**config.mk**
```make
export PLATFORM = sky130hd
export DESIGN_NAME = bwpl_lock
export DESIGN_NICKNAME = d
export VERILOG_FILES = /design/src/design/bwpl_pkg.sv /design/src/design/bwpl_lock.sv
export SDC_FILE = /design/constraint.sdc
export NUM_CORES = 1
export LEC_CHECK = 0
export ABC_AREA = 1
export BUFFER_PORTS_ARGS = -buffer_cell sky130_fd_sc_hd__buf_2
export CELL_PAD_IN_SITES_DETAIL_PLACEMENT = 0
export CELL_PAD_IN_SITES_GLOBAL_PLACEMENT = 1
export CORE_ASPECT_RATIO = 1.5
export CORE_MARGIN = 8
export CORE_UTILIZATION = 38
export CTS_BUF_LIST = sky130_fd_sc_hd__clkbuf_8
export DETAILED_ROUTE_END_ITERATION = 10
export PLACE_DENSITY = 0.91
export SLEW_MARGIN = 20
export SYNTH_ARGS = -nofsm -noshare
export SYNTH_HDL_FRONTEND = slang
export SYNTH_SLANG_ARGS = --single-unit
```
**constraint.sdc**
```tcl
create_clock -name clk_sys -period 2.15 [get_ports clk_sys]
set_input_delay 0.645 -clock clk_sys [delete_from_list [all_inputs] [get_ports clk_sys]]
set_output_delay 0.645 -clock clk_sys [all_outputs]
set_load 0.05 [all_outputs]
```
**src/design/bwpl_pkg.sv**
```systemverilog
// Purpose: Shared constants and types for the bit write protection lock
// Assumes: AXI4-Lite slave with 32-bit data, one aligned word per register
// Notes:   Offsets are byte addresses
`default_nettype none
package bwpl_pkg;

    // Register offsets
    localparam logic [3:0] OFS_LOCK    = 4'h0;
    localparam logic [3:0] OFS_PROT    = 4'h4;

    // Lock register fields
    localparam int PASS_MSB = 7;
    localparam int PASS_LSB = 3;
    localparam int STAT_BIT = 2;
    localparam int MODE_MSB = 1;
    localparam int MODE_LSB = 0;

    // Passwords
    localparam logic [4:0] PASS_MODE  = 5'h18;
    localparam logic [4:0] PASS_OPEN  = 5'h13;
    localparam logic [4:0] PASS_CLOSE = 5'h15;

    // Scheme modes
    localparam logic [1:0] MODE_OFF   = 2'h0;
    localparam logic [1:0] MODE_ON    = 2'h3;
    localparam logic [1:0] MODE_RESET = 2'h3;

    // Protected register fields
    localparam int DIV_MSB = 3;
    localparam int DIV_LSB = 0;
    localparam int WDT_BIT = 4;
    localparam int PD_BIT  = 5;
    localparam int SD_BIT  = 6;
    localparam logic [3:0] DIV_RESET = 4'h0;

    // Automatic close window
    localparam int OPEN_CLKS = 32;

    // AXI responses
    localparam logic [1:0] RESP_OKAY   = 2'h0;
    localparam logic [1:0] RESP_SLVERR = 2'h2;

    typedef struct packed {
        logic [3:0] clockDividerSetting;
        logic       watchdogEnableBit;
        logic       powerDownRequest;
        logic       slowDownRequest;
    } bwpl_prot_t;

endpackage
`default_nettype wire

```
**src/design/bwpl_lock.sv**
```systemverilog
// Purpose: Password lock gating writes to critical system-control bits
// Assumes: Single clock clk_sys at 10 MHz, async active-low reset rstn
// Notes:   Lock register at OFS_LOCK, protected bits at OFS_PROT
//
// How it works
// - Mode 00 disables the scheme; 11 and all other codes enable it.
// - Mode field only changes when the same write carries password 11000.
// - Password 10011 opens write access to all protected bits.
// - Password 10101 closes write access to all protected bits.
// - Any other password value causes no protection action.
// - Status bit reads 0 while writable, 1 while protected bits locked.
// - Layout: password [7:3] write-only, status bit 2, mode [1:0].
// - Open and close act only while mode is 11; never alter mode.
// - Access closes itself 32 clocks after opening; reopening restarts count.
// - Protected set: divider setting, watchdog enable, power-down, slow-down.
`timescale 1ns/1ps
`default_nettype none
module bwpl_lock #(
    parameter int OPEN_CLKS = bwpl_pkg::OPEN_CLKS
) (
    // Clock and reset
    input  wire logic               clk_sys,
    input  wire logic               rstn,
    // AXI4-Lite write address
    input  wire logic [31:0]        s_axi_awaddr,
    input  wire logic               s_axi_awvalid,
    output logic                    s_axi_awready,
    // AXI4-Lite write data
    input  wire logic [31:0]        s_axi_wdata,
    input  wire logic [3:0]         s_axi_wstrb,
    input  wire logic               s_axi_wvalid,
    output logic                    s_axi_wready,
    // AXI4-Lite write response
    output logic [1:0]              s_axi_bresp,
    output logic                    s_axi_bvalid,
    input  wire logic               s_axi_bready,
    // AXI4-Lite read address
    input  wire logic [31:0]        s_axi_araddr,
    input  wire logic               s_axi_arvalid,
    output logic                    s_axi_arready,
    // AXI4-Lite read data
    output logic [31:0]             s_axi_rdata,
    output logic [1:0]              s_axi_rresp,
    output logic                    s_axi_rvalid,
    input  wire logic               s_axi_rready,
    // Protected system-control bits
    output bwpl_pkg::bwpl_prot_t    protBits
);

    localparam int CW = $clog2(OPEN_CLKS + 1);

    function automatic logic isReg(input logic [31:0] a,
                                   input logic [3:0] ofs);
        isReg = (a[31:4] == 28'h0) && (a[3:0] == ofs);
    endfunction

    // Write channel state
    logic                   awHeld_ff, nxt_awHeld;
    logic                   wHeld_ff, nxt_wHeld;
    logic [31:0]            awAddr_ff, nxt_awAddr;
    logic [31:0]            wData_ff, nxt_wData;
    logic                   wLane0_ff, nxt_wLane0;
    logic                   bValid_ff, nxt_bValid;
    logic [1:0]             bResp_ff, nxt_bResp;
    // Read channel state
    logic                   rValid_ff, nxt_rValid;
    logic [31:0]            rData_ff, nxt_rData;
    logic [1:0]             rResp_ff, nxt_rResp;
    // Lock state
    logic [1:0]             mode_ff, nxt_mode;
    logic                   open_ff, nxt_open;
    logic [CW-1:0]          openCnt_ff, nxt_openCnt;
    bwpl_pkg::bwpl_prot_t   prot_ff, nxt_prot;

    logic       doWrite;
    logic       schemeOn;
    logic       locked;
    logic [4:0] pass;

    assign s_axi_awready = !awHeld_ff && !bValid_ff;
    assign s_axi_wready  = !wHeld_ff && !bValid_ff;
    assign s_axi_arready = !rValid_ff;
    assign s_axi_bvalid  = bValid_ff;
    assign s_axi_bresp   = bResp_ff;
    assign s_axi_rvalid  = rValid_ff;
    assign s_axi_rdata   = rData_ff;
    assign s_axi_rresp   = rResp_ff;
    assign protBits      = prot_ff;

    assign doWrite  = awHeld_ff && wHeld_ff && !bValid_ff;
    assign schemeOn = (mode_ff != bwpl_pkg::MODE_OFF);
    assign locked   = schemeOn && !open_ff;
    assign pass     = wData_ff[bwpl_pkg::PASS_MSB:bwpl_pkg::PASS_LSB];

    // Bus handshake
    always_comb begin
        nxt_awHeld = awHeld_ff;
        nxt_awAddr = awAddr_ff;
        nxt_wHeld  = wHeld_ff;
        nxt_wData  = wData_ff;
        nxt_wLane0 = wLane0_ff;
        nxt_bValid = bValid_ff;
        nxt_bResp  = bResp_ff;
        nxt_rValid = rValid_ff;
        nxt_rData  = rData_ff;
        nxt_rResp  = rResp_ff;
        if (s_axi_awvalid && s_axi_awready) begin
            nxt_awHeld = 1'b1;
            nxt_awAddr = s_axi_awaddr;
        end
        if (s_axi_wvalid && s_axi_wready) begin
            nxt_wHeld  = 1'b1;
            nxt_wData  = s_axi_wdata;
            nxt_wLane0 = s_axi_wstrb[0];
        end
        if (doWrite) begin
            nxt_awHeld = 1'b0;
            nxt_wHeld  = 1'b0;
            nxt_bValid = 1'b1;
            nxt_bResp  = (isReg(awAddr_ff, bwpl_pkg::OFS_LOCK) ||
                          isReg(awAddr_ff, bwpl_pkg::OFS_PROT))
                         ? bwpl_pkg::RESP_OKAY : bwpl_pkg::RESP_SLVERR;
        end
        if (bValid_ff && s_axi_bready) begin
            nxt_bValid = 1'b0;
        end
        if (s_axi_arvalid && s_axi_arready) begin
            nxt_rValid = 1'b1;
            nxt_rResp  = bwpl_pkg::RESP_OKAY;
            nxt_rData  = 32'h0;
            if (isReg(s_axi_araddr, bwpl_pkg::OFS_LOCK)) begin
                // Password field is write-only and reads zero
                nxt_rData[bwpl_pkg::STAT_BIT] = locked;
                nxt_rData[bwpl_pkg::MODE_MSB:bwpl_pkg::MODE_LSB] = mode_ff;
            end else if (isReg(s_axi_araddr, bwpl_pkg::OFS_PROT)) begin
                nxt_rData[bwpl_pkg::DIV_MSB:bwpl_pkg::DIV_LSB] =
                    prot_ff.clockDividerSetting;
                nxt_rData[bwpl_pkg::WDT_BIT] = prot_ff.watchdogEnableBit;
                nxt_rData[bwpl_pkg::PD_BIT]  = prot_ff.powerDownRequest;
                nxt_rData[bwpl_pkg::SD_BIT]  = prot_ff.slowDownRequest;
            end else begin
                nxt_rResp = bwpl_pkg::RESP_SLVERR;
            end
        end else if (rValid_ff && s_axi_rready) begin
            nxt_rValid = 1'b0;
        end
    end

    // Lock and protected bits
    always_comb begin
        nxt_mode    = mode_ff;
        nxt_open    = open_ff;
        nxt_openCnt = openCnt_ff;
        nxt_prot    = prot_ff;
        // Window runs down; expiry closes access
        if (open_ff) begin
            if (openCnt_ff <= CW'(1)) begin
                nxt_open    = 1'b0;
                nxt_openCnt = '0;
            end else begin
                nxt_openCnt = openCnt_ff - CW'(1);
            end
        end
        if (doWrite && wLane0_ff) begin
            if (isReg(awAddr_ff, bwpl_pkg::OFS_LOCK)) begin
                // Mode only follows the data beside the mode password
                unique case (pass)
                    bwpl_pkg::PASS_MODE: begin
                        nxt_mode = wData_ff[bwpl_pkg::MODE_MSB:
                                            bwpl_pkg::MODE_LSB];
                    end
                    bwpl_pkg::PASS_OPEN: begin
                        if (mode_ff == bwpl_pkg::MODE_ON) begin
                            nxt_open    = 1'b1;
                            nxt_openCnt = CW'(OPEN_CLKS);
                        end
                    end
                    bwpl_pkg::PASS_CLOSE: begin
                        if (mode_ff == bwpl_pkg::MODE_ON) begin
                            nxt_open    = 1'b0;
                            nxt_openCnt = '0;
                        end
                    end
                    default: begin
                        // No action on unknown passwords
                    end
                endcase
            end else if (isReg(awAddr_ff, bwpl_pkg::OFS_PROT) &&
                         !locked) begin
                nxt_prot.clockDividerSetting =
                    wData_ff[bwpl_pkg::DIV_MSB:bwpl_pkg::DIV_LSB];
                nxt_prot.watchdogEnableBit = wData_ff[bwpl_pkg::WDT_BIT];
                nxt_prot.powerDownRequest  = wData_ff[bwpl_pkg::PD_BIT];
                nxt_prot.slowDownRequest   = wData_ff[bwpl_pkg::SD_BIT];
            end
        end
    end

    always_ff @(posedge clk_sys or negedge rstn) begin
        if (!rstn) begin
            awHeld_ff  <= 1'b0;
            awAddr_ff  <= 32'h0;
            wHeld_ff   <= 1'b0;
            wData_ff   <= 32'h0;
            wLane0_ff  <= 1'b0;
            bValid_ff  <= 1'b0;
            bResp_ff   <= bwpl_pkg::RESP_OKAY;
            rValid_ff  <= 1'b0;
            rData_ff   <= 32'h0;
            rResp_ff   <= bwpl_pkg::RESP_OKAY;
            mode_ff    <= bwpl_pkg::MODE_RESET;
            open_ff    <= 1'b0;
            openCnt_ff <= '0;
            prot_ff    <= '{clockDividerSetting: bwpl_pkg::DIV_RESET,
                            default: 1'b0};
        end else begin
            awHeld_ff  <= nxt_awHeld;
            awAddr_ff  <= nxt_awAddr;
            wHeld_ff   <= nxt_wHeld;
            wData_ff   <= nxt_wData;
            wLane0_ff  <= nxt_wLane0;
            bValid_ff  <= nxt_bValid;
            bResp_ff   <= nxt_bResp;
            rValid_ff  <= nxt_rValid;
            rData_ff   <= nxt_rData;
            rResp_ff   <= nxt_rResp;
            mode_ff    <= nxt_mode;
            open_ff    <= nxt_open;
            openCnt_ff <= nxt_openCnt;
            prot_ff    <= nxt_prot;
        end
    end

    // Checks
    logic lockWr;
    assign lockWr = doWrite && wLane0_ff &&
                    isReg(awAddr_ff, bwpl_pkg::OFS_LOCK);

    // Window age, kept apart from openCnt_ff so the check stands alone
    logic       openWr;
    logic [7:0] age_ff, nxt_age;
    assign openWr = lockWr && pass == bwpl_pkg::PASS_OPEN &&
                    mode_ff == bwpl_pkg::MODE_ON;
    always_comb begin
        nxt_age = 8'h0;
        if (openWr) begin
            nxt_age = 8'h1;
        end else if (open_ff && age_ff != 8'hff) begin
            nxt_age = age_ff + 8'h1;
        end
    end
    always_ff @(posedge clk_sys or negedge rstn) begin
        if (!rstn) begin
            age_ff <= 8'h0;
        end else begin
            age_ff <= nxt_age;
        end
    end

    AST_MODE_ONLY_BY_PASS: assert property (@(posedge clk_sys) disable iff (!rstn)
        (mode_ff != $past(mode_ff)) |-> $past(lockWr &&
            pass == bwpl_pkg::PASS_MODE)) else $error("Mode changed without password");
    AST_OPEN_ACTS: assert property (@(posedge clk_sys) disable iff (!rstn)
        lockWr && pass == bwpl_pkg::PASS_OPEN && mode_ff == bwpl_pkg::MODE_ON
        |=> open_ff && !locked) else $error("Open password did not open");
    AST_CLOSE_ACTS: assert property (@(posedge clk_sys) disable iff (!rstn)
        lockWr && pass == bwpl_pkg::PASS_CLOSE && mode_ff == bwpl_pkg::MODE_ON
        |=> !open_ff) else $error("Close password did not close");
    AST_OTHER_PASS_IDLE: assert property (@(posedge clk_sys) disable iff (!rstn)
        lockWr && pass != bwpl_pkg::PASS_OPEN && pass != bwpl_pkg::PASS_MODE
        && !open_ff |=> !open_ff) else $error("Stray password opened lock");
    AST_MODE_DISABLES: assert property (@(posedge clk_sys) disable iff (!rstn)
        mode_ff == bwpl_pkg::MODE_OFF |-> !locked)
        else $error("Locked while scheme disabled");
    AST_OPEN_NEEDS_MODE: assert property (@(posedge clk_sys) disable iff (!rstn)
        lockWr && pass == bwpl_pkg::PASS_OPEN && mode_ff != bwpl_pkg::MODE_ON
        && !open_ff |=> !open_ff && $stable(mode_ff))
        else $error("Open acted outside mode 11");
    AST_AUTO_CLOSE: assert property (@(posedge clk_sys) disable iff (!rstn)
        open_ff |-> age_ff != 8'h0 && int'(age_ff) <= OPEN_CLKS)
        else $error("Access open past its window");
    AST_OPEN_HOLDS: assert property (@(posedge clk_sys) disable iff (!rstn)
        open_ff && int'(age_ff) < OPEN_CLKS &&
        !(lockWr && pass == bwpl_pkg::PASS_CLOSE) |=> open_ff)
        else $error("Access closed before its window ended");
    AST_LOCKED_KEEPS: assert property (@(posedge clk_sys) disable iff (!rstn)
        locked |=> $stable(prot_ff) || $past(!locked))
        else $error("Protected bit changed while locked");
    AST_FREE_WRITE_LANDS: assert property (@(posedge clk_sys)
        disable iff (!rstn)
        doWrite && wLane0_ff && isReg(awAddr_ff, bwpl_pkg::OFS_PROT) &&
        !locked |=> prot_ff == $past({
            wData_ff[bwpl_pkg::DIV_MSB:bwpl_pkg::DIV_LSB],
            wData_ff[bwpl_pkg::WDT_BIT], wData_ff[bwpl_pkg::PD_BIT],
            wData_ff[bwpl_pkg::SD_BIT]}))
        else $error("Unlocked write was not stored");

endmodule
`default_nettype wire

```
Word level (Yosys, flattened, before mapping)
Cells that the tools add are included.
{"block": "totals", "register_bits": 72, "latch_bits": 0, "ram_bits": 0, "romBits": 0, "input_bits": 107, "elab_cells": 88, "mem_count": 0}
{"block": "op_classes", "n_addsub": 1, "mul": 0, "div_mod_pow": 0, "n_lt_le_gt_ge": 1, "eq_ne": 6, "n_shift": 0, "mux": 28, "n_bitwise": 1, "n_reduce_logical": 34}
{"operator": "28-bit logical NOT", "count": 2}
{"operator": "6-bit 2-to-1 mux", "count": 6}
{"operator": "1-bit logical AND", "count": 16}
{"operator": "5-bit equality test (second input constant)", "count": 3}
{"operator": "1-bit 2-to-1 mux", "count": 14}
{"operator": "6-bit case mux with 2 select lines", "count": 1}
{"operator": "2-bit nonzero test", "count": 5}
{"operator": "4-bit by 3-bit equality test with 1-bit output (second input constant)", "count": 2}
{"operator": "4-bit logical NOT", "count": 2}
{"operator": "7-bit 2-to-1 mux", "count": 1}
{"operator": "6-bit by 1-bit <= comparator with 1-bit output (second input constant)", "count": 1}
{"operator": "1-bit logical NOT", "count": 6}
{"operator": "2-bit 2-to-1 mux", "count": 3}
{"operator": "3-bit AND reduction", "count": 2}
{"operator": "6-bit by 1-bit subtractor with 6-bit output (second input constant)", "count": 1}
{"operator": "4-bit 2-to-1 mux", "count": 1}
{"operator": "3-bit 2-to-1 mux", "count": 1}
{"operator": "2-bit equality test (second input constant)", "count": 1}
{"operator": "1-bit case mux with 2 select lines", "count": 1}
{"operator": "1-bit logical OR", "count": 1}
{"operator": "1-bit inverter", "count": 1}

Logic depth before layout (Yosys ltp)
Gate-level depths: netlist of run 1.
{"block": "logic_depth", "ltp_word": 7, "depth_mapped": 9, "depth_no_buf": 9}

Least setup slack after synthesis of run 1
OpenSTA, ideal clock, no wires.
{"block": "synth_path", "kind": "register to register", "start": "register bValid_ff, in the netlist s_axi_bvalid", "end": "register awAddr_ff[10]", "setup_time_ns": 0.125, "arrival_time_ns": 2.152, "path_slack_ns": -0.127, "path_stages_with_launch": 5, "path_buffers": 1, "synth_period_minus_slack_ns": 2.277, "cell_sequence": "dfrtp_1 nor2_1 nand2_2 buf_4 mux2_2"}
{"block": "synth_via", "elab_chain_len": 3}
{"element": "start, declared", "line": "bwpl_lock.sv:63", "rtl": "logic bValid_ff, nxt_bValid;"}
{"element": "start signal, assigned", "line": "bwpl_lock.sv:222", "rtl": "bValid_ff <= nxt_bValid;"}
{"element": "1-bit logical NOT", "line": "bwpl_lock.sv:80", "rtl": "assign s_axi_awready = !awHeld_ff && !bValid_ff;"}
{"element": "1-bit logical AND", "line": "bwpl_lock.sv:80"}
{"element": "net s_axi_awready", "line": "bwpl_lock.sv:27", "rtl": "output logic s_axi_awready,"}
{"element": "1-bit logical AND", "line": "bwpl_lock.sv:107", "rtl": "if (s_axi_awvalid && s_axi_awready) begin"}
{"element": "end signal, assigned", "line": "bwpl_lock.sv:218", "rtl": "awAddr_ff <= nxt_awAddr;"}
{"element": "end, declared", "line": "bwpl_lock.sv:60", "rtl": "logic [31:0] awAddr_ff, nxt_awAddr;"}
The timed path passes the listed nets, and every way through them passes these cells.
A chain may end at the register's enable or synchronous reset.

Final worst setup path of run 1
{"block": "layout_path", "start": "register awHeld_ff", "end": "output s_axi_awready"}
{"block": "layout_via", "elab_chain_len": 2}
{"element": "start, declared", "line": "bwpl_lock.sv:58", "rtl": "logic awHeld_ff, nxt_awHeld;"}
{"element": "start signal, assigned", "line": "bwpl_lock.sv:217", "rtl": "awHeld_ff <= nxt_awHeld;"}
{"element": "1-bit logical NOT", "line": "bwpl_lock.sv:80"}
{"element": "1-bit logical AND", "line": "bwpl_lock.sv:80"}
{"element": "end, declared", "line": "bwpl_lock.sv:27"}
Every way passes these cells.

==> metrics.md, run 1 <==
| Metric | Value |
|---|---|
| Pins Over Slew Limit | `0` |
| Area grow syn2layout | `22.4%` |
| Hold crit path type | `in -> async` |
| Largest net degree at the start of global routing | `32` |
| Setup Skew | `~7.2 ps` |
| Yosys warning total | `0` |
| PostCTS Resize Cnt | `0` |
| Minimum clock period | `1840 ps` |
| Sequential cell area fraction in the yosys report | `a little over half` |
| Half-perimeter wire length after placement | `approximately 6000 um` |
| Routed vias | `2538` |
| Syn Inst Count | `350` |
| RR Endpoint | `protBits[2]` |
| Number of global-route vias before repair | `2733` |
| Critical path peak fanout | `4` |
| Row count | `42` |
| Max frequency | `roughly 540 MHz` |
| Worst rel slew slack | `61.5%` |
| Clk slew on worst S/H paths | `70 ps` |
| Clock root buffer | `clkbuf_8` |
| Pleak | `between 2 and 2.5 nW` |
| Endpoints failing hold | `0` |
| Yosys cell types | `32` |
| Cells on worst reg2reg path | `8` |
| Status | `finished clean` |
| Core box area | `~8700 sq um` |
| RSZ-0062 raised after global routing | `no` |
| 1st-iter DRT viols | `70` |
| Max clock buf depth | `2` |
| CP Class | `reg -> out` |
| CP Cell Sequence | `nor2_2, buf_2` |
| Via density per instance | `4.44` |
| Final core utilization | `47.1%` |
| Yosys reg bits | `70` |
| Setup TNS | `0 ps` |
| Synth Cell Area | `around 3300 sq um` |
| Top cells by area, synth | `dfrtp_1 (51%), mux2_2 (10%), nand2_1 (7.7%)` |
| CTS Buf Count | `9` |
| Drt pass-1 iters | `4` |
| Die area | `12100 sq um` |
| Fin crit share | `a little under nine tenths` |
| Die extent in y | `roughly 130 um` |
| PwrDens | `1030 nW/um^2` |
| H-Tree Depth | `3` |
| Clock Latency Late Sink | `between 300 and 400 ps` |
| DRT Wirelength | `approximately 7300 um` |
| Hold Slack | `292 ps` |
| CP arrival | `between 1000 and 1500 ps` |
| Synth Flop Type | `dfrtp_1` |
| Buffers on Ports | `100` |
| Synth top area share | `about half` |
| Reg-to-Reg Start | `s_axi_bvalid` |
| Starting Density | `38.5%` |
| Critical path required time | `1500 ps` |
| Overall power | `4.21 mW` |
| CP Capture Type | `output pin` |
| Cell taking the most area after synthesis | `dfrtp_1` |
| Slew at the pin closest to its max-slew limit | `~580 ps` |
| Global route overflow | `0` |
| Max incr delay on CP | `~430 ps` |
| Share of cells above drive strength 1 | `a little over a third` |
| FF-to-FF setup slack | `roughly 430 ps` |
| Initial antenna violation count | `0` |
| CTS tree | `done` |
| Antenna-violating nets left | `0` |
| Final setup violation count | `0` |
| First-pass GRT wire length | `12200 um` |
| DRC viols | `0` |
| Hold buffer count at cts | `0` |
| IO Count | `155` |
| Maximum VDD drop | `~950 uV` |
| CP Launch Type | `flop` |
| Post CTS Setup Buffer Count | `0` |
| Post-synth EDFFs | `0` |
| Max Cap Viol | `0` |
| Final Wtd Congestion | `around 0.84` |
| Die Wd | `92.5 um` |
| Ys async rst share | `between 90% and 100%` |
| # diodes | `0` |
| Drt wl/cell | `~13 um` |
| CTS sink cnt | `70` |
| Post-synth top cells | `dfrtp_1 (68), nand2_1 (68), nor2_1 (64)` |
| Critical path startpoint | `awHeld_ff` |
| Slowest-stage cell, CP | `dfrtp_1` |
| # nets final | `~570` |
| GRT Overall Usage | `approximately 13%` |
| Syn avg cell area | `roughly 9.5 sq um` |
[through the flow]
step                      std cells  setup slack [ps]  instance area, sq um
final                           572               313                  4080
after detailed placement        557               318                  3890
after floorplan                 376               174                  3440
after global routing            572               203                  4080
after global placement          557               357                  3890
after CTS                       572               284                  4080
[routing by layer]
layer	track usage, %	vias up	part of all wire, %	routed length (um)
met5	0	-	0	0
met4	5.62	0	1.4	104
met3	6.69	10	11	804
met2	21.9	96	50	3670
met1	12.3	1144	38	2760
li1	-	1288	-	-
[worst max-delay path: cells and delay by family (launching register included)]
| kind | cells | cell delay, ps |
|---|---|---|
| flip-flops | 1 | 430 |
| buffers and inverters | 1 | 280 |
| AND/OR/NAND/NOR | 1 | 150 |
[kinds of logic after synthesis]
| kind of cell | Yosys count | synth area share, % |
|---|---|---|
| simple gates | 160 | 20.0 |
| compound gates | 29 | 5.36 |
| fa+ha+maj | 2 | 0.750 |
| mux | 31 | 10.5 |
| xor+xnor | 3 | 0.788 |
| other cells | 1 | 0.112 |
| flops | 70 | 52.6 |
| buf+inv | 54 | 9.94 |
[flip-flops by register name, indices dropped and copies added, names as in the netlist]
| name | cells |
|---|---|
| openCnt_ff | 6 |
| s_axi_rvalid | 1 |
| s_axi_bresp | 1 |
| s_axi_bvalid | 1 |
| wData_ff | 8 |
| protBits | 7 |
| wHeld_ff | 1 |
| open_ff | 1 |
| awAddr_ff | 32 |
| awHeld_ff | 1 |
| wLane0_ff | 1 |
| s_axi_rdata | 7 |
| s_axi_rresp | 1 |
| mode_ff | 2 |
[worst max path at each step]
stage          depth (start not counted)  slack (ps)              to
6_report                               2         310   s_axi_awready
5_1_grt                                8         200     protBits[4]
4_1_cts                                2         280   s_axi_awready
3_5_place_dp                          10         320  s_axi_rdata[4]
3_3_place_gp                          10         360  s_axi_rdata[6]
2_1_floorplan                          4         170   awAddr_ff[10]
[placed cells by master, fill, tap and decap left out, drive strengths merged, types with 2 or more instances in the layout]
master,synthesis,layout
a21oi,12,12
buf,32,104
clkbuf,1,10
o21ai,13,13
nor2,68,68
clkinvlp,0,2
inv,21,23
nand2,70,70
nor3,2,2
mux2,31,31
nor4,2,2
dfstp,2,2
xor2,2,2
ha,2,2
nand3,13,13
nand4,3,3
dfrtp,68,68
conb,1,27
[layout make-up]
| class | instances | area [sq um] |
|---|---|---|
| repair buffers | 104 | 568 |
| clock inverters | 5 | 52.6 |
| inverters | 21 | 78.8 |
| fillers | 849 | 4590 |
| well taps | 110 | 138 |
| flip-flops and latches | 70 | 1750 |
| multi-input cells | 252 | 1350 |
| clock buffers | 10 | 138 |
[report_power, final]
group,switching [mW],total (mW),internal [mW]
clock,0.462,1.01,0.552
combinational,0.697,1.23,0.531
sequential,0.228,1.97,1.74
total,1.39,4.21,2.82
No activity file was read; power rests on OpenSTA's default activity.
==> run 2, diff against run 1 <==
--- a/config.mk
+++ b/config.mk
@@ -10,7 +10,6 @@
 export CELL_PAD_IN_SITES_DETAIL_PLACEMENT = 0
 export CELL_PAD_IN_SITES_GLOBAL_PLACEMENT = 1
 export CORE_ASPECT_RATIO = 1.5
-export CORE_MARGIN = 8
 export CORE_UTILIZATION = 38
 export CTS_BUF_LIST = sky130_fd_sc_hd__clkbuf_8
 export DETAILED_ROUTE_END_ITERATION = 10
==> metrics.md, run 2 (synthesis gave the netlist of run 1 again) <==
| Metric | Value |
|---|---|
| Status | `finished clean` |
| Commonest non-fill, non-tap cell in the layout | `buf_2` |
| Global route overflow | `0` |
| Area grow syn2layout | `22.8%` |
| Setup Skew | `about 5.5 ps` |
| Initial antenna violation count | `0` |
| Largest net degree at the start of global routing | `32` |
| DRC viols | `0` |
| Endpoints failing hold | `0` |
| Die area | `9160 sq um` |
| CP arrival | `1210 ps` |
| Critical path required time | `1500 ps` |
| Max frequency | `540 MHz` |
| H-Tree Depth | `3` |
| CP Class | `reg -> out` |
| Biggest register | `awAddr_ff` |
| Starting Density | `around 39%` |
| CTS Buf Count | `9` |
| Clock Latency Late Sink | `350 ps` |
| First-pass GRT wire length | `10400 um` |
| Cells on worst reg2reg path | `8` |
| CTS tree | `done` |
| Hold buffer count at cts | `0` |
| Power Internal | `2.91 mW` |
| Max Cap Viol | `0` |
| Die extent in y | `117 um` |
| Max clock buf depth | `2` |
| Pleak | `around 2.1 nW` |
| PwrDens | `between 1000 and 1500 nW/um^2` |
| # diodes | `0` |
| GRT Overall Usage | `14.8%` |
| Switching share of power | `32.6%` |
| Most frequent cells in the layout | `buf_2 (100), nand2_1 (68), dfrtp_1 (68)` |
| Fin crit share | `86.1%` |
| PostCTS Resize Cnt | `0` |
| IO Count | `155` |
| Maximum VDD drop | `857 uV` |
| Via density per instance | `about 4.5` |
| Hold Slack | `~220 ps` |
| Row count | `slightly above 40` |
| Grt met1 use | `15.2%` |
| Drt wl/cell | `11.3 um` |
| CP Launch Type | `flop` |
| Core box area | `8460 sq um` |
| Clk slew on worst S/H paths | `around 70 ps` |
| Max reg flops | `32` |
| Psw | `1.41 mW` |
| Critical path peak fanout | `4` |
| Slew at the pin closest to its max-slew limit | `588 ps` |
| Half-perimeter wire length after placement | `roughly 5100 um` |
| Buffers on Ports | `100` |
| Pins Over Slew Limit | `0` |
| Minimum clock period | `1850 ps` |
| Grt peak-use layer | `met2` |
| M3 GR Usage | `approximately 6.0%` |
| CTS sink cnt | `70` |
| Final Wtd Congestion | `slightly below 0.8` |
| Sequential power share | `45.5%` |
| Comb power frac | `28.3%` |
| Drt pass-1 iters | `4` |
| Clock root buffer | `clkbuf_8` |
| 1st-iter DRT viols | `47` |
| FF-to-FF setup slack | `390 ps` |
| Die Wd | `78.5 um` |
| Antenna-violating nets left | `0` |
| Setup TNS | `0 ps` |
| Grt met2 use | `26.4%` |
| Clock Power Share | `26.2%` |
| DRT Wirelength | `6430 um` |
| RSZ-0062 raised after global routing | `no` |
| Hold crit path type | `in -> async` |
| Routed vias | `2568` |
| Biggest regs | `awAddr_ff x32, wData_ff x8` |
| # nets final | `568` |
| Worst rel slew slack | `between 60 and 70%` |
| Post CTS Setup Buffer Count | `0` |
| Number of global-route vias before repair | `2463` |
| Final setup violation count | `0` |
| CP Capture Type | `output pin` |
| Share of cells above drive strength 1 | `36.6%` |
==> run 2: cell types whose count changed in the layout (fill, tap and decap cells not counted), sizes merged <==
| cell | previous run | this run |
|---|---|---|
| clkinv | 0 | 3 |
| buf | 104 | 105 |
| bufinv | 1 | 2 |
| clkbuf | 10 | 9 |
| clkinvlp | 2 | 1 |
| inv | 23 | 22 |
==> run 2: final cells by class <==
cell class / count / area, sq um
Tap cell: 107 / 134
Fill cell: 795 / 4370
Sequential cell: 70 / 1750
Multi-Input combinational cell: 252 / 1350
Timing Repair Buffer: 105 / 563
Clock inverter: 7 / 90.1
Clock buffer: 9 / 124
Inverter: 21 / 78.8
==> run 2: final timing paths <==
check,start,to
worst max-delay path,awHeld_ff,s_axi_awready
worst min-delay path,rstn,awAddr_ff[6]
worst max register to register,s_axi_bvalid,protBits[4]
worst min register to register,s_axi_rdata[6],s_axi_rdata[6]
max in group asynchronous,rstn,mode_ff[1]
min in group clk_sys,s_axi_bready,s_axi_bvalid
==> run 2: per-stage QoR <==
stage | power, mW | std cells | cell area [sq um] | setup slack, ps | utilization [%]
2_1_floorplan | 2.94 | 376 | 3440 | 174 | -
3_3_place_gp | 3.15 | 555 | 3880 | 371 | 45.9
3_5_place_dp | 3.23 | 555 | 3880 | 330 | 45.9
4_1_cts | 4.38 | 571 | 4100 | 271 | 48.4
5_1_grt | 4.59 | 571 | 4100 | 128 | 48.4
6_report | 4.32 | 571 | 4100 | 299 | 48.4
==> run 2: metal layers <==
layer / share of wire [%] / vias up
met5: 0 / -
met3: 7.6 / 12
met1: 40 / 1170
li1: - / 1288
met4: 1.7 / 0
met2: 51 / 98
==> run 2: critical path: stages (launching register included) <==
cell and delay (ps):
dfrtp_1 430, nor2_2 150, buf_2 280
==> run 2: power by group through the flow <==
| stage | sequential, mW | combinational, mW | clock (mW) |
|---|---|---|---|
| finish | 1.97 | 1.22 | 1.13 |
| global route | 2.01 | 1.36 | 1.22 |
| CTS | 1.97 | 1.24 | 1.17 |
| detailed placement | 1.99 | 1.24 | 0 |
| global placement | 1.96 | 1.19 | 0 |
| floorplan | 1.96 | 0.980 | 0 |
==> run 3, diff against run 2 <==
==> constraint.sdc (replaced) <==
create_clock -name clk_sys -period 2.15 [get_ports clk_sys]
set_input_delay 0.43 -clock clk_sys [delete_from_list [all_inputs] [get_ports clk_sys]]
set_output_delay 0.43 -clock clk_sys [all_outputs]
set_load 0.05 [all_outputs]
==> metrics.md, run 3 (synthesis gave the netlist of run 1 again) <==
| Metric | Value |
|---|---|
| Top cell by count, worst path | `nand2_1` |
| Commonest non-fill, non-tap cell in the layout | `buf_2` |
| CTS Buf Count | `9` |
| Hold crit path type | `in -> async` |
| Number of global-route vias before repair | `2496` |
| Final setup violation count | `0` |
| Core box area | `around 8500 sq um` |
| First-pass GRT wire length | `about 10000 um` |
| Buffers on Ports | `100` |
| Most frequent cells in the layout | `buf_2 (100), nand2_1 (68), dfrtp_1 (68)` |
| Global route overflow | `0` |
| IO Count | `155` |
| Die Wd | `78.5 um` |
| Grt met1 use | `14.3%` |
| Max incr delay on CP | `420 ps` |
| Routed vias | `between 2000 and 3000` |
| # fillers | `821` |
| Post CTS Setup Buffer Count | `0` |
| Antenna-violating nets left | `0` |
| # diodes | `0` |
| Slowest-stage cell, CP | `dfrtp_1` |
| PwrDens | `1040 nW/um^2` |
| RSZ-0062 raised after global routing | `no` |
| CTS sink cnt | `70` |
| Final Wtd Congestion | `0.759` |
| Max frequency | `around 570 MHz` |
| Half-perimeter wire length after placement | `approximately 5000 um` |
| Grt peak-use layer | `met2` |
| Clk slew on worst S/H paths | `70 ps` |
| Max reg flops | `32` |
| Max clock buf depth | `2` |
| Critical path required time | `about 2400 ps` |
| CP Cell Sequence | `inv_1, nand3_2, nor2_2, nand2_1, nor3_2, nand2_1, nand2_1, o21ai_2` |
| CP Buf/Inv Count | `1` |
| DRC viols | `0` |
| Biggest register | `awAddr_ff` |
| Grt met2 use | `28.3%` |
| Pins Over Slew Limit | `0` |
| Clock Latency Late Sink | `340 ps` |
| Slew at the pin closest to its max-slew limit | `716 ps` |
| CP Class | `reg -> reg` |
| Placed Area | `3860 sq um` |
| FF/Latch Area | `1750 sq um` |
| Max Cap Viol | `0` |
| Minimum clock period | `between 1500 and 2000 ps` |
| Clock root buffer | `clkbuf_8` |
| Setup Skew | `8.46 ps` |
| CP Capture Type | `flop` |
| Die extent in y | `117 um` |
| Fin area | `roughly 4100 sq um` |
| Via density per instance | `4.47` |
| CTS tree | `done` |
| Endpoints failing hold | `0` |
| Row count | `41` |
| 1st-iter DRT viols | `112` |
| Crit path max-delay family | `simple AND/OR/NAND/NOR gates` |
| Hold buffer count at cts | `0` |
| H-Tree Depth | `3` |
| DRT Wirelength | `6440 um` |
| GRT Overall Usage | `between 10% and 20%` |
| Setup TNS | `0 ps` |
| CP arrival | `1980 ps` |
| Starting Density | `39.4%` |
| Multi-input gate area | `1350 sq um` |
| Share of cells above drive strength 1 | `36.1%` |
| Largest net degree at the start of global routing | `51` |
| Drt pass-1 iters | `4` |
| Maximum VDD drop | `787 uV` |
| # nets final | `about 570` |
| Biggest regs | `awAddr_ff x32, wData_ff x8` |
| PostCTS Resize Cnt | `0` |
| Die area | `9160 sq um` |
| Area grow syn2layout | `21.6%` |
| Fin crit share | `82.2%` |
| Drt wl/cell | `11.3 um` |
| Pleak | `just over 2 nW` |
| M3 GR Usage | `5.94%` |
| CP Launch Type | `flop` |
| Status | `finished clean` |
| Critical path peak fanout | `14` |
| Worst rel slew slack | `between 50 and 60%` |
| Initial antenna violation count | `0` |
-- run 3: metal layers --
layer	up-vias	part of all wire [%]
met5	-	0
li1	1285	-
met4	0	1.6
met2	99	52
met3	11	8.1
met1	1154	38
-- run 3: path summary, 6_finish.rpt --
path / startpoint / depth (start not counted) / slack [ps] / to
max reg2reg: s_axi_bvalid / 8 / 380 / protBits[4]
min in group clk_sys: s_axi_bready / 2 / 270 / s_axi_bvalid
max: s_axi_bvalid / 8 / 380 / protBits[4]
max in group asynchronous: rstn / 2 / 1440 / mode_ff[1]
min reg2reg: s_axi_rdata[5] / 2 / 480 / s_axi_rdata[5]
min: rstn / 1 / 40 / awAddr_ff[15]
-- run 3: per-stage QoR --
stage / power, mW / hold WS, ps / std cells / setup slack [ps] / util, %
after floorplan: 2.94 / 134 / 376 / 174 / -
after global placement: 3.14 / 405 / 554 / 442 / 45.6
after detailed placement: 3.21 / 412 / 554 / 380 / 45.6
after CTS: 4.25 / 34.1 / 570 / 353 / 47.9
after global routing: 4.46 / 68.9 / 570 / 216 / 47.9
final: 4.20 / 37.7 / 570 / 383 / 47.9
-- run 3: where the power goes --
part	switching [mW]	internal [mW]
registers	0.220	1.74
clock network	0.475	0.555
logic	0.690	0.521
-- run 3: worst register-to-register path, cell delays in order, from the launching register on --
cell	delay (ps)
dfrtp_1	420
inv_1	110
nand3_2	110
nor2_2	150
nand2_1	100
nor3_2	100
nand2_1	380
nand2_1	210
o21ai_2	70
-- run 3: final cells by class --
class	count	share of cell area, %
Clock inverter	6	1.36
Multi-Input combinational cell	252	33.4
Sequential cell	70	43.3
Timing Repair Buffer	104	13.4
Tap cell	107	3.30
Clock buffer	10	3.39
Inverter	21	1.94
